--- src/cpu_support_defines.svh ---
// Timing counts and fixed level numbers for the processor support block.
// Assumes a 200 MHz system clock.
`ifndef CPU_SUPPORT_DEFINES_SVH
`define CPU_SUPPORT_DEFINES_SVH
`define CLK_PERIOD_PS       5000
`define BUS_TIMEOUT_NS      10000
`define BUS_TIMEOUT_CYCLES  ((`BUS_TIMEOUT_NS * 1000) / `CLK_PERIOD_PS)
`define RESET_STRETCH_CYC   16
`define LVL_ABORT           3'h7
`define LVL_HOST            3'h6
`define LVL_TERM            3'h5
`define LVL_SHARED          3'h4
`define LVL_PORT            3'h3
`define LVL_TIMER           3'h2
`define LVL_EXT             3'h1
`define LVL_NONE            3'h0
`endif

--- src/cpu_support_pkg.sv ---
// Types shared by the processor support block.
// No assumptions beyond a SystemVerilog compiler.
package cpu_support_pkg;
   typedef logic [2:0] level_t;
   typedef enum logic [1:0] {
      bus_idle  = 2'b00,
      bus_timed = 2'b01,
      bus_fault = 2'b11
   } bus_state_e;
endpackage : cpu_support_pkg

--- src/pin_sync_if.sv ---
// Interface carrying raw pins into the synchroniser and clean levels out.
// Assumes one system clock drives both ends.
`timescale 1ns/1ps
interface pin_sync_if #(parameter int W = 1);
   logic [W-1:0] raw;
   logic [W-1:0] clean;
   modport sync (input raw, output clean);
   modport user (output raw, input clean);
endinterface : pin_sync_if
--- src/cpu_irq_watchdog_support.sv ---
// Processor support: interrupt level encoder, bus watchdog, halt lamp, reset.
// Assumes pin inputs other than iack_cycle and iack_level are asynchronous; all are active high after inversion.
// How it works
// - Requests are encoded onto seven levels, 7 highest, 0 meaning none pending.
// - Abort gives level 7, host serial level 6, terminal serial level 5, all autovectored.
// - Third serial, speech and parallel adapter share level 4, autovectored.
// - Timer unit port gives level 3 and its timer level 2, both device-vectored.
// - A bus cycle lasting over 10 us raises bus error.
// - While halt is driven the halt indicator lamp is lit.
// - Reset is held while the supply is below its threshold and for a stretch after it returns.
// - The front-panel reset switch also resets without cutting power.
`timescale 1ns/1ps
`include "cpu_support_defines.svh"
module cpu_irq_watchdog_support
   import cpu_support_pkg::*;
#(
   parameter int TIMEOUT_CYCLES = `BUS_TIMEOUT_CYCLES,
   parameter int STRETCH_CYCLES = `RESET_STRETCH_CYC
) (
   // Clock and reset
   input  wire logic       sys_clk,
   input  wire logic       sys_rst,
   // Interrupt sources, active high
   input  wire logic       abort_sw,
   input  wire logic       host_serial_irq,
   input  wire logic       term_serial_irq,
   input  wire logic       aux_serial_irq,
   input  wire logic       speech_irq,
   input  wire logic       parallel_adapter_irq,
   input  wire logic       parallel_timer_unit_port_irq,
   input  wire logic       parallel_timer_unit_timer_irq,
   input  wire logic       ext_irq,
   input  wire logic       ext_autovector,
   // Interrupt acknowledge
   input  wire logic       iack_cycle,
   input  wire logic [2:0] iack_level,
   // Processor bus
   input  wire logic       as_active,
   input  wire logic       halt_active,
   // Supply and panel
   input  wire logic       supply_ok,
   input  wire logic       reset_sw,
   // Outputs to processor
   output level_t          ipl_level,
   output logic            autovector,
   output logic            bus_error,
   output logic            cpu_reset,
   output logic            halt_indicator_led
);
   localparam int CW = $clog2(TIMEOUT_CYCLES + 2);
   localparam int SW = $clog2(STRETCH_CYCLES + 2);
   localparam int NIN = 14;
   logic [NIN-1:0] raw_in;
   logic [NIN-1:0] clean;
   pin_sync_if #(.W(NIN)) sif ();
   // Gather all pins except iack_cycle and iack_level for the synchroniser
   assign raw_in = {abort_sw, host_serial_irq, term_serial_irq, aux_serial_irq, speech_irq,
                    parallel_adapter_irq, parallel_timer_unit_port_irq,
                    parallel_timer_unit_timer_irq, ext_irq, ext_autovector,
                    as_active, halt_active, ~supply_ok, reset_sw};
   assign sif.raw = raw_in;
   assign clean   = sif.clean;
   pin_sync #(.W(NIN)) u_sync (
      .sys_clk (sys_clk),
      .sys_rst (sys_rst),
      .p       (sif)
   );
   logic s_abort, s_host, s_term, s_aux, s_speech, s_pa, s_port, s_tmr, s_ext, s_extav;
   logic s_as, s_halt, s_low, s_rsw;
   assign {s_abort, s_host, s_term, s_aux, s_speech, s_pa, s_port, s_tmr,
           s_ext, s_extav, s_as, s_halt, s_low, s_rsw} = clean;
   // Priority encoder, highest level wins
   level_t next_level;
   always_comb begin
      next_level = `LVL_NONE;
      if (s_abort)                         next_level = `LVL_ABORT;
      else if (s_host)                     next_level = `LVL_HOST;
      else if (s_term)                     next_level = `LVL_TERM;
      else if (s_aux || s_speech || s_pa)  next_level = `LVL_SHARED;
      else if (s_port)                     next_level = `LVL_PORT;
      else if (s_tmr)                      next_level = `LVL_TIMER;
      else if (s_ext)                      next_level = `LVL_EXT;
   end
   always_ff @(posedge sys_clk or posedge sys_rst) begin
      if (sys_rst) ipl_level <= `LVL_NONE;
      else         ipl_level <= next_level;
   end
   // Acknowledge type for the level being acknowledged
   logic next_av;
   always_comb begin
      case (iack_level)
         `LVL_PORT, `LVL_TIMER: next_av = 1'b0;
         `LVL_EXT:              next_av = s_extav;
         `LVL_NONE:             next_av = 1'b0;
         default:               next_av = 1'b1;
      endcase
   end
   always_ff @(posedge sys_clk or posedge sys_rst) begin
      if (sys_rst) autovector <= 1'b0;
      else         autovector <= iack_cycle & next_av;
   end
   // Bus cycle watchdog; fault holds until the cycle ends
   bus_state_e  bstate;
   logic [CW-1:0] cnt;
   always_ff @(posedge sys_clk or posedge sys_rst) begin
      if (sys_rst) begin
         bstate <= bus_idle;
         cnt    <= '0;
      end else begin
         case (bstate)
            bus_idle: begin
               cnt <= '0;
               if (s_as) bstate <= bus_timed;
            end
            bus_timed: begin
               if (!s_as) bstate <= bus_idle;
               else if (cnt >= CW'(TIMEOUT_CYCLES)) bstate <= bus_fault;
               else cnt <= cnt + 1'b1;
            end
            bus_fault: if (!s_as) bstate <= bus_idle;
            default: bstate <= bus_idle;
         endcase
      end
   end
   assign bus_error = (bstate == bus_fault);
   // Halt lamp follows the processor's halt output
   always_ff @(posedge sys_clk or posedge sys_rst) begin
      if (sys_rst) halt_indicator_led <= 1'b0;
      else         halt_indicator_led <= s_halt;
   end
   // Reset generator, stretched after supply or switch release
   logic [SW-1:0] rcnt;
   always_ff @(posedge sys_clk or posedge sys_rst) begin
      if (sys_rst) begin
         rcnt      <= '0;
         cpu_reset <= 1'b1;
      end else if (s_low || s_rsw) begin
         rcnt      <= '0;
         cpu_reset <= 1'b1;
      end else if (rcnt < SW'(STRETCH_CYCLES)) begin
         rcnt      <= rcnt + 1'b1;
         cpu_reset <= 1'b1;
      end else begin
         cpu_reset <= 1'b0;
      end
   end
   // Checks
   // Helper age of the current bus cycle, saturating at the age where bus error first shows
   localparam int AW = $clog2(TIMEOUT_CYCLES + 3);
   localparam logic [AW-1:0] AGE_MAX = AW'(TIMEOUT_CYCLES + 2);
   logic [AW-1:0] as_age;
   always_ff @(posedge sys_clk or posedge sys_rst) begin
      if (sys_rst)                as_age <= '0;
      else if (!s_as)             as_age <= '0;
      else if (as_age != AGE_MAX) as_age <= as_age + 1'b1;
   end
   // No source above the port level is pending
   logic none_above_port;
   assign none_above_port = !(s_abort || s_host || s_term || s_aux || s_speech || s_pa);
endmodule : cpu_irq_watchdog_support

--- src/pin_sync.sv ---
// Three-stage synchroniser per bit; output moves when stages two and three agree.
// Assumes asynchronous inputs idle low at reset.
`timescale 1ns/1ps
module pin_sync #(
   parameter int W = 1
) (
   // Clock and reset
   input  wire logic sys_clk,
   input  wire logic sys_rst,
   // Pins in, levels out
   pin_sync_if.sync  p
);
   genvar i;
   generate
      for (i = 0; i < W; i++) begin : g_bit
         logic s1, s2, s3, q;
         // Shift chain and agreement filter
         always_ff @(posedge sys_clk or posedge sys_rst) begin
            if (sys_rst) begin
               s1 <= 1'b0;
               s2 <= 1'b0;
               s3 <= 1'b0;
               q  <= 1'b0;
            end else begin
               s1 <= p.raw[i];
               s2 <= s1;
               s3 <= s2;
               if (s2 == s3) q <= s3;
            end
         end
         assign p.clean[i] = q;
      end
   endgenerate
endmodule : pin_sync

--- config.mk ---
export PLATFORM = sky130hd
export DESIGN_NAME = cpu_irq_watchdog_support
export DESIGN_NICKNAME = d
export VERILOG_FILES = /design/src/cpu_support_pkg.sv /design/src/pin_sync_if.sv /design/src/cpu_irq_watchdog_support.sv /design/src/pin_sync.sv
export VERILOG_INCLUDE_DIRS = /design/src /design/src/src
export SDC_FILE = /design/constraint.sdc
export NUM_CORES = 1
export LEC_CHECK = 0
export BUFFER_PORTS_ARGS = -buffer_cell sky130_fd_sc_hd__buf_2
export CAP_MARGIN = 15
export CELL_PAD_IN_SITES_DETAIL_PLACEMENT = 1
export CELL_PAD_IN_SITES_GLOBAL_PLACEMENT = 1
export CORE_MARGIN = 5
export CORE_UTILIZATION = 50
export CTS_CLUSTER_DIAMETER = 100
export DETAILED_ROUTE_END_ITERATION = 10
export PLACE_DENSITY_LB_ADDON = 0.08
export REMOVE_ABC_BUFFERS = 1
export SLEW_MARGIN = 40
export SYNTH_ARGS = -nofsm -noshare
export SYNTH_HDL_FRONTEND = slang
export SYNTH_HIERARCHICAL = 1
export SYNTH_SLANG_ARGS = --single-unit
--- constraint.sdc ---
create_clock -name sys_clk -period 4.85 [get_ports sys_clk]
set_clock_uncertainty 0.15 [all_clocks]
set_input_delay 0.2425 -clock sys_clk [delete_from_list [all_inputs] [get_ports sys_clk]]
set_output_delay 0.2425 -clock sys_clk [all_outputs]
set_load 0.05 [all_outputs]
# After elaboration in Yosys (flattened, before gate mapping)
# Cells that the tools add are included.
classes:
  n_addsub: 2
  magnitude_cmp: 2
  n_eq_ne: 24
  mux: 20
  bitwise_logic: 2
  reduce_logical: 10
ops:
  columns: ["cell", "count"]
  rows:
  - ["11-bit two-way mux", 2]
  - ["11-bit case mux with 2 select lines", 1]
  - ["1-bit equality test", 14]
  - ["2-bit two-way mux", 6]
  - ["3-bit two-way mux", 4]
  - ["11-bit by 1-bit adder with 11-bit output, second input constant", 1]
  - ["11-bit greater-or-equal comparator, second input constant", 1]
  - ["5-bit two-way mux", 2]
  - ["3-bit by 2-bit equality test with 1-bit output, second input constant", 2]
  - ["2-bit case mux with 3 select lines", 1]
  - ["3-bit AND reduction", 2]
  - ["5-bit by 1-bit adder with 5-bit output, second input constant", 1]
  - ["5-bit < comparator, second input constant", 1]
  - ["2-bit by 1-bit != test with 1-bit output, second input constant", 2]
  - ["2-bit != test, second input constant", 2]
  - ["2-bit nonzero test", 2]
  - ["3-bit by 1-bit equality test with 1-bit output, second input constant", 1]
  - ["3-bit logical NOT", 1]
  - ["1-bit logical OR", 3]
  - ["1-bit two-way mux", 3]
  - ["3-bit != test, second input constant", 1]
  - ["3-bit OR reduction", 1]
  - ["2-bit by 1-bit equality test with 1-bit output, second input constant", 1]
  - ["2-bit equality test, second input constant", 1]
  - ["other kinds (4)", 4]
word_totals:
  regBits: 80
  in_bits: 20
  out_inout_bits: 7

# Logic depth before layout (Yosys ltp)
logic_depth:
  depth_word: 7
  mapped_depth: 6
  depth_no_buf: 5

# Modules after synthesis
# Netlist, hierarchy kept.
by_module_without_submodules:
  columns: ["module", "n_inst", "cells_each", "area_each_um2", "seq_area_each_um2"]
  rows:
  - ["pin_sync", 1, 85, 1667.8, 1401.3]
  - ["cpu_irq_watchdog_support", 1, 120, 1213.7, 601.8]

# Least setup slack after synthesis
# Ideal clock, no wire load.
synth_path:
  path_kind: "register to register"
  from: "reg bstate[1]"
  to: "reg cnt[10]"
  setup_ps: 93
  t_arrival_ps: 1417
  setup_slack_ps: 3190
  stages_incl_launch_ff: 7
  n_path_buf: 2
  period_less_slack_ps: 1660
  cell_sequence: "dfrtp_1 -> buf_6 -> and2b_1 -> buf_6 -> o211ai_4 -> or3_4 -> o31ai_2"
synth_between:
  elab_chain_len: 3
  word_cells_on_any_way: 7
  cone_classes: "eq/ne: 3; mux: 1; reduce/logical: 3"
synth_lines:
  columns: ["item", "line", "source"]
  rows:
  - ["from (decl)", "cpu_irq_watchdog_support.sv:103", "bus_state_e bstate;"]
  - ["from (signal assigned)", "cpu_irq_watchdog_support.sv:107", "bstate <= bus_idle;"]
  - ["from (signal assigned)", "cpu_irq_watchdog_support.sv:113", "if (s_as) bstate <= bus_timed;"]
  - ["from (signal assigned)", "cpu_irq_watchdog_support.sv:116", "if (!s_as) bstate <= bus_idle;"]
  - ["2-bit by 1-bit equality test with 1-bit output / 2-bit logical NOT (equally long branches)", "cpu_irq_watchdog_support.sv:110", "case (bstate)"]
  - ["2-bit by 1-bit != test with 1-bit output (no source line) (tied with other cells)", null, null]
  - ["3-bit AND reduction (no source line)", null, null]
  - ["to (signal assigned)", "cpu_irq_watchdog_support.sv:118", "else cnt <= cnt + 1'b1;"]
  - ["to (decl)", "cpu_irq_watchdog_support.sv:104", "logic [CW-1:0] cnt;"]
# Parallel ways exist; a longest one is shown, timed or not.
# A chain may end at the register's enable or synchronous reset.

# Final worst setup path
# Same ends and word-level chain as after synthesis.

==> metrics <==
Synth cell types=42; asr flop ratio synth=100%; Area Growth Syn to Fin=17.5%; Post-synth top flop=dfrtp_1; crit path kind=reg -> reg; Slew @ Worst Pin=632 ps; Core ar.=5540 µm²; vias per cell=5.14; slowest CP cell=dfrtp_1; Clock Path Buffers=2; Boundary Pins=27; via count=1644; DRT iter0 DRCs=52; Critical Path, Cell by Cell=and2b_1 -> o211ai_4 -> or3_4 -> o31ai_2; setup violators final=0; CTS sink cnt=80; max-slew violations=0; DP Wirelength=3280 µm; synthesized cell area=2880 µm²; Setup Fix Bufs, Post-CTS=0; CP peak stage delay=470 ps; fill count=558; Starting Density=52.0%; final core utilization=61.1%; status=finished, final reports clean; CP arrival=2000 ps; Wirelength per Cell=15.7 µm; Clock transition at path regs=80 ps; share of the synthesized area in the top cell type=68.6%; layout cells sized above 1=25.8%; PD cells=411 nW/µm²; Min Hold Slack=201 ps; cell area after layout=3390 µm²; Die X=85.9 µm; Root Driver=clkbuf_8; final hold violations=0; R2R depth=4; TritonRoute pass-1 iters=4; GRT Residual Overflow=0; # rows=27; height of the die=85.9 µm; R2R Path Start=bstate[1]; cts bufs inserted=9; Hold Crit Class=reg -> reg; register area=2000 µm²; clk_lat worst skew=340 ps; largest family of logic cells by synthesized area=compound AO/OA/AOI/OAI gates; Worst setup startpoint=bstate[1]; number of global-route vias before repair=1899; RSZ-0062 raised after global routing=no; most frequent cell after synthesis=dfrtp_1; startpoint class of the critical path=flip-flop; CP required=4950 ps; Ys Warns=6; PortBufs=26; Synth Area per Inst=14.1 µm²; post-synthesis mux area share=0.347%; Worst Setup EP=cnt[10]; placed cell areas=2980 µm²; Adder-Cell Fraction of Synth Area=6.77%; sequential share of the synthesized area=69.5%; number of max-cap violations=0; Final #Nets=266; Final period util=39.3%; post-synthesis cell count=205; Ant. Diodes=0; H-Tree Depth=3; xor/xnor share of the synthesized area=0.912%; total negative slack=0 ps; FF-to-FF End=cnt[10]; Yosys top cell by area=dfrtp_1; Max VDD drop=240 µV; routability cong.=0.809; post-route ant nets=0; initial antenna violation count=0; slew margin rel.=57.8%; crit path capture type=flip-flop; setup slack, reg-to-reg=2940 ps; CTS tree=done; CP max FO=9; full die area=7380 µm²; Total Wirelength=5020 µm; Synth Area in Compound Gates=9.12%; largest net degree at the start of global routing=57; DRC viols=0; fmax=525 MHz; P_leak=1.52 nW; Yosys reg bits=80; global-route wire length before repair=8940 µm; largest cells by area after synthesis=dfrtp_1 (69%), maj3_2 (5.5%), buf_4 (3.6%), nand2_1 (1.6%), nor2_1 (1.6%); commonest cells in the netlist=dfrtp_1 (79), buf_4 (14), maj3_2 (14); min Tclk post-route=1910 ps; number of flops mapped to enable cells by yosys=0; Total Routing Usage GR=15.9%; post-synthesis simple-gate area fraction=7.73%; footprint of the multi-input gates=717 µm²
## power by group
part           internal, mW  switching, mW  total, mW
Clock                 0.333          0.232      0.566
Sequential            0.705         0.0273      0.732
Combinational        0.0417         0.0541     0.0957
Total                  1.08          0.314       1.39
## timing repair
item | in CTS | in global routing
hold buffers | 17 | 0
resized for setup | 0 | 0
endpoints found under the hold margin | 94 | 0
## worst min-delay path by stage
| stage | slack [ps] | end | start | cells past startpoint |
|---|---|---|---|---|
| 3_5_place_dp | 190 | u_sync/g_bit[13].s2 | u_sync/g_bit[13].s1 | 0 |
| 5_1_grt | 210 | u_sync/g_bit[12].s2 | u_sync/g_bit[12].s1 | 0 |
| 3_3_place_gp | 180 | u_sync/g_bit[9].s2 | u_sync/g_bit[9].s1 | 0 |
| 4_1_cts | 200 | u_sync/g_bit[9].s2 | u_sync/g_bit[9].s1 | 0 |
| 6_report | 200 | u_sync/g_bit[12].s2 | u_sync/g_bit[12].s1 | 0 |
| 2_1_floorplan | 110 | autovector | sys_rst | 1 |
## per-layer routing
metal / routed length, µm / GRT usage (%) / vias to the layer above
met5: 0 / 0 / -
met4: 87 / 6.62 / 0
met3: 205 / 5.48 / 10
met2: 2560 / 26.3 / 26
met1: 2160 / 18.8 / 845
li1: - / - / 763
## worst max-delay path, delay by kind of cell, from the launching register on
family,cells,cell delay [ps]
DFF,1,470
and+or+nand+nor,2,830
AOI/OAI and AO/OA,2,360
## logic make-up (layout without fill, tap and decap cells)
kind of cell,after synthesis,count (layout)
fa+ha+maj,17,17
xor+xnor,3,3
buf+inv,25,68
simple gates,45,45
compound gates,34,34
mux,1,1
flops,80,80
## cell usage in the layout (no fill, tap or decap), types with 2 or more instances in the layout
cell type | Yosys | final
inv_1 | 9 | 7
dfrtp_1 | 79 | 79
dlygate4sd3_1 | 0 | 17
nand4_1 | 2 | 2
nor2_1 | 12 | 12
ha_1 | 3 | 3
maj3_2 | 14 | 14
o31ai_1 | 2 | 2
xor2_1 | 2 | 2
o21ai_0 | 3 | 3
clkbuf_8 | 0 | 12
or2_1 | 2 | 2
o211a_1 | 2 | 2
nor3_1 | 5 | 5
o21a_1 | 2 | 2
nand2_1 | 12 | 12
bufinv_16 | 0 | 2
buf_2 | 0 | 26
o21ai_1 | 7 | 7
nand4b_1 | 2 | 2
o211ai_1 | 3 | 3
nand3_1 | 3 | 3
o31ai_2 | 2 | 2
a21oi_1 | 3 | 3
## cell type report
| cell class | instances | area share [%] |
|---|---|---|
| flip-flops and latches | 80 | 59.2 |
| multi-input cells | 100 | 21.2 |
| clock buffers | 12 | 4.88 |
| clock inverters | 4 | 2.18 |
| inverters | 9 | 1.07 |
| well taps | 72 | 2.66 |
| repair buffers | 43 | 8.87 |
## stage by stage
step | std cells | setup WS [ps] | total power [mW]
after floorplan | 189 | 3090 | 0.799
after global placement | 287 | 3070 | 0.824
after detailed placement | 287 | 2980 | 0.832
after CTS | 320 | 2960 | 1.41
after global routing | 320 | 2830 | 1.46
final | 320 | 2940 | 1.39
## registers in the layout, indices dropped and copies added, names as in the netlist
register / flops
halt_indicator_led: 1
cpu_reset: 1
ipl_level: 3
bstate: 2
u_sync/g_bit.s1: 14
u_sync/g_bit.s2: 14
rcnt: 5
u_sync/g_bit.s3: 14
u_sync/g_bit.q: 14
autovector: 1
cnt: 11
Note: power is estimated with default switching activity, not from simulation.
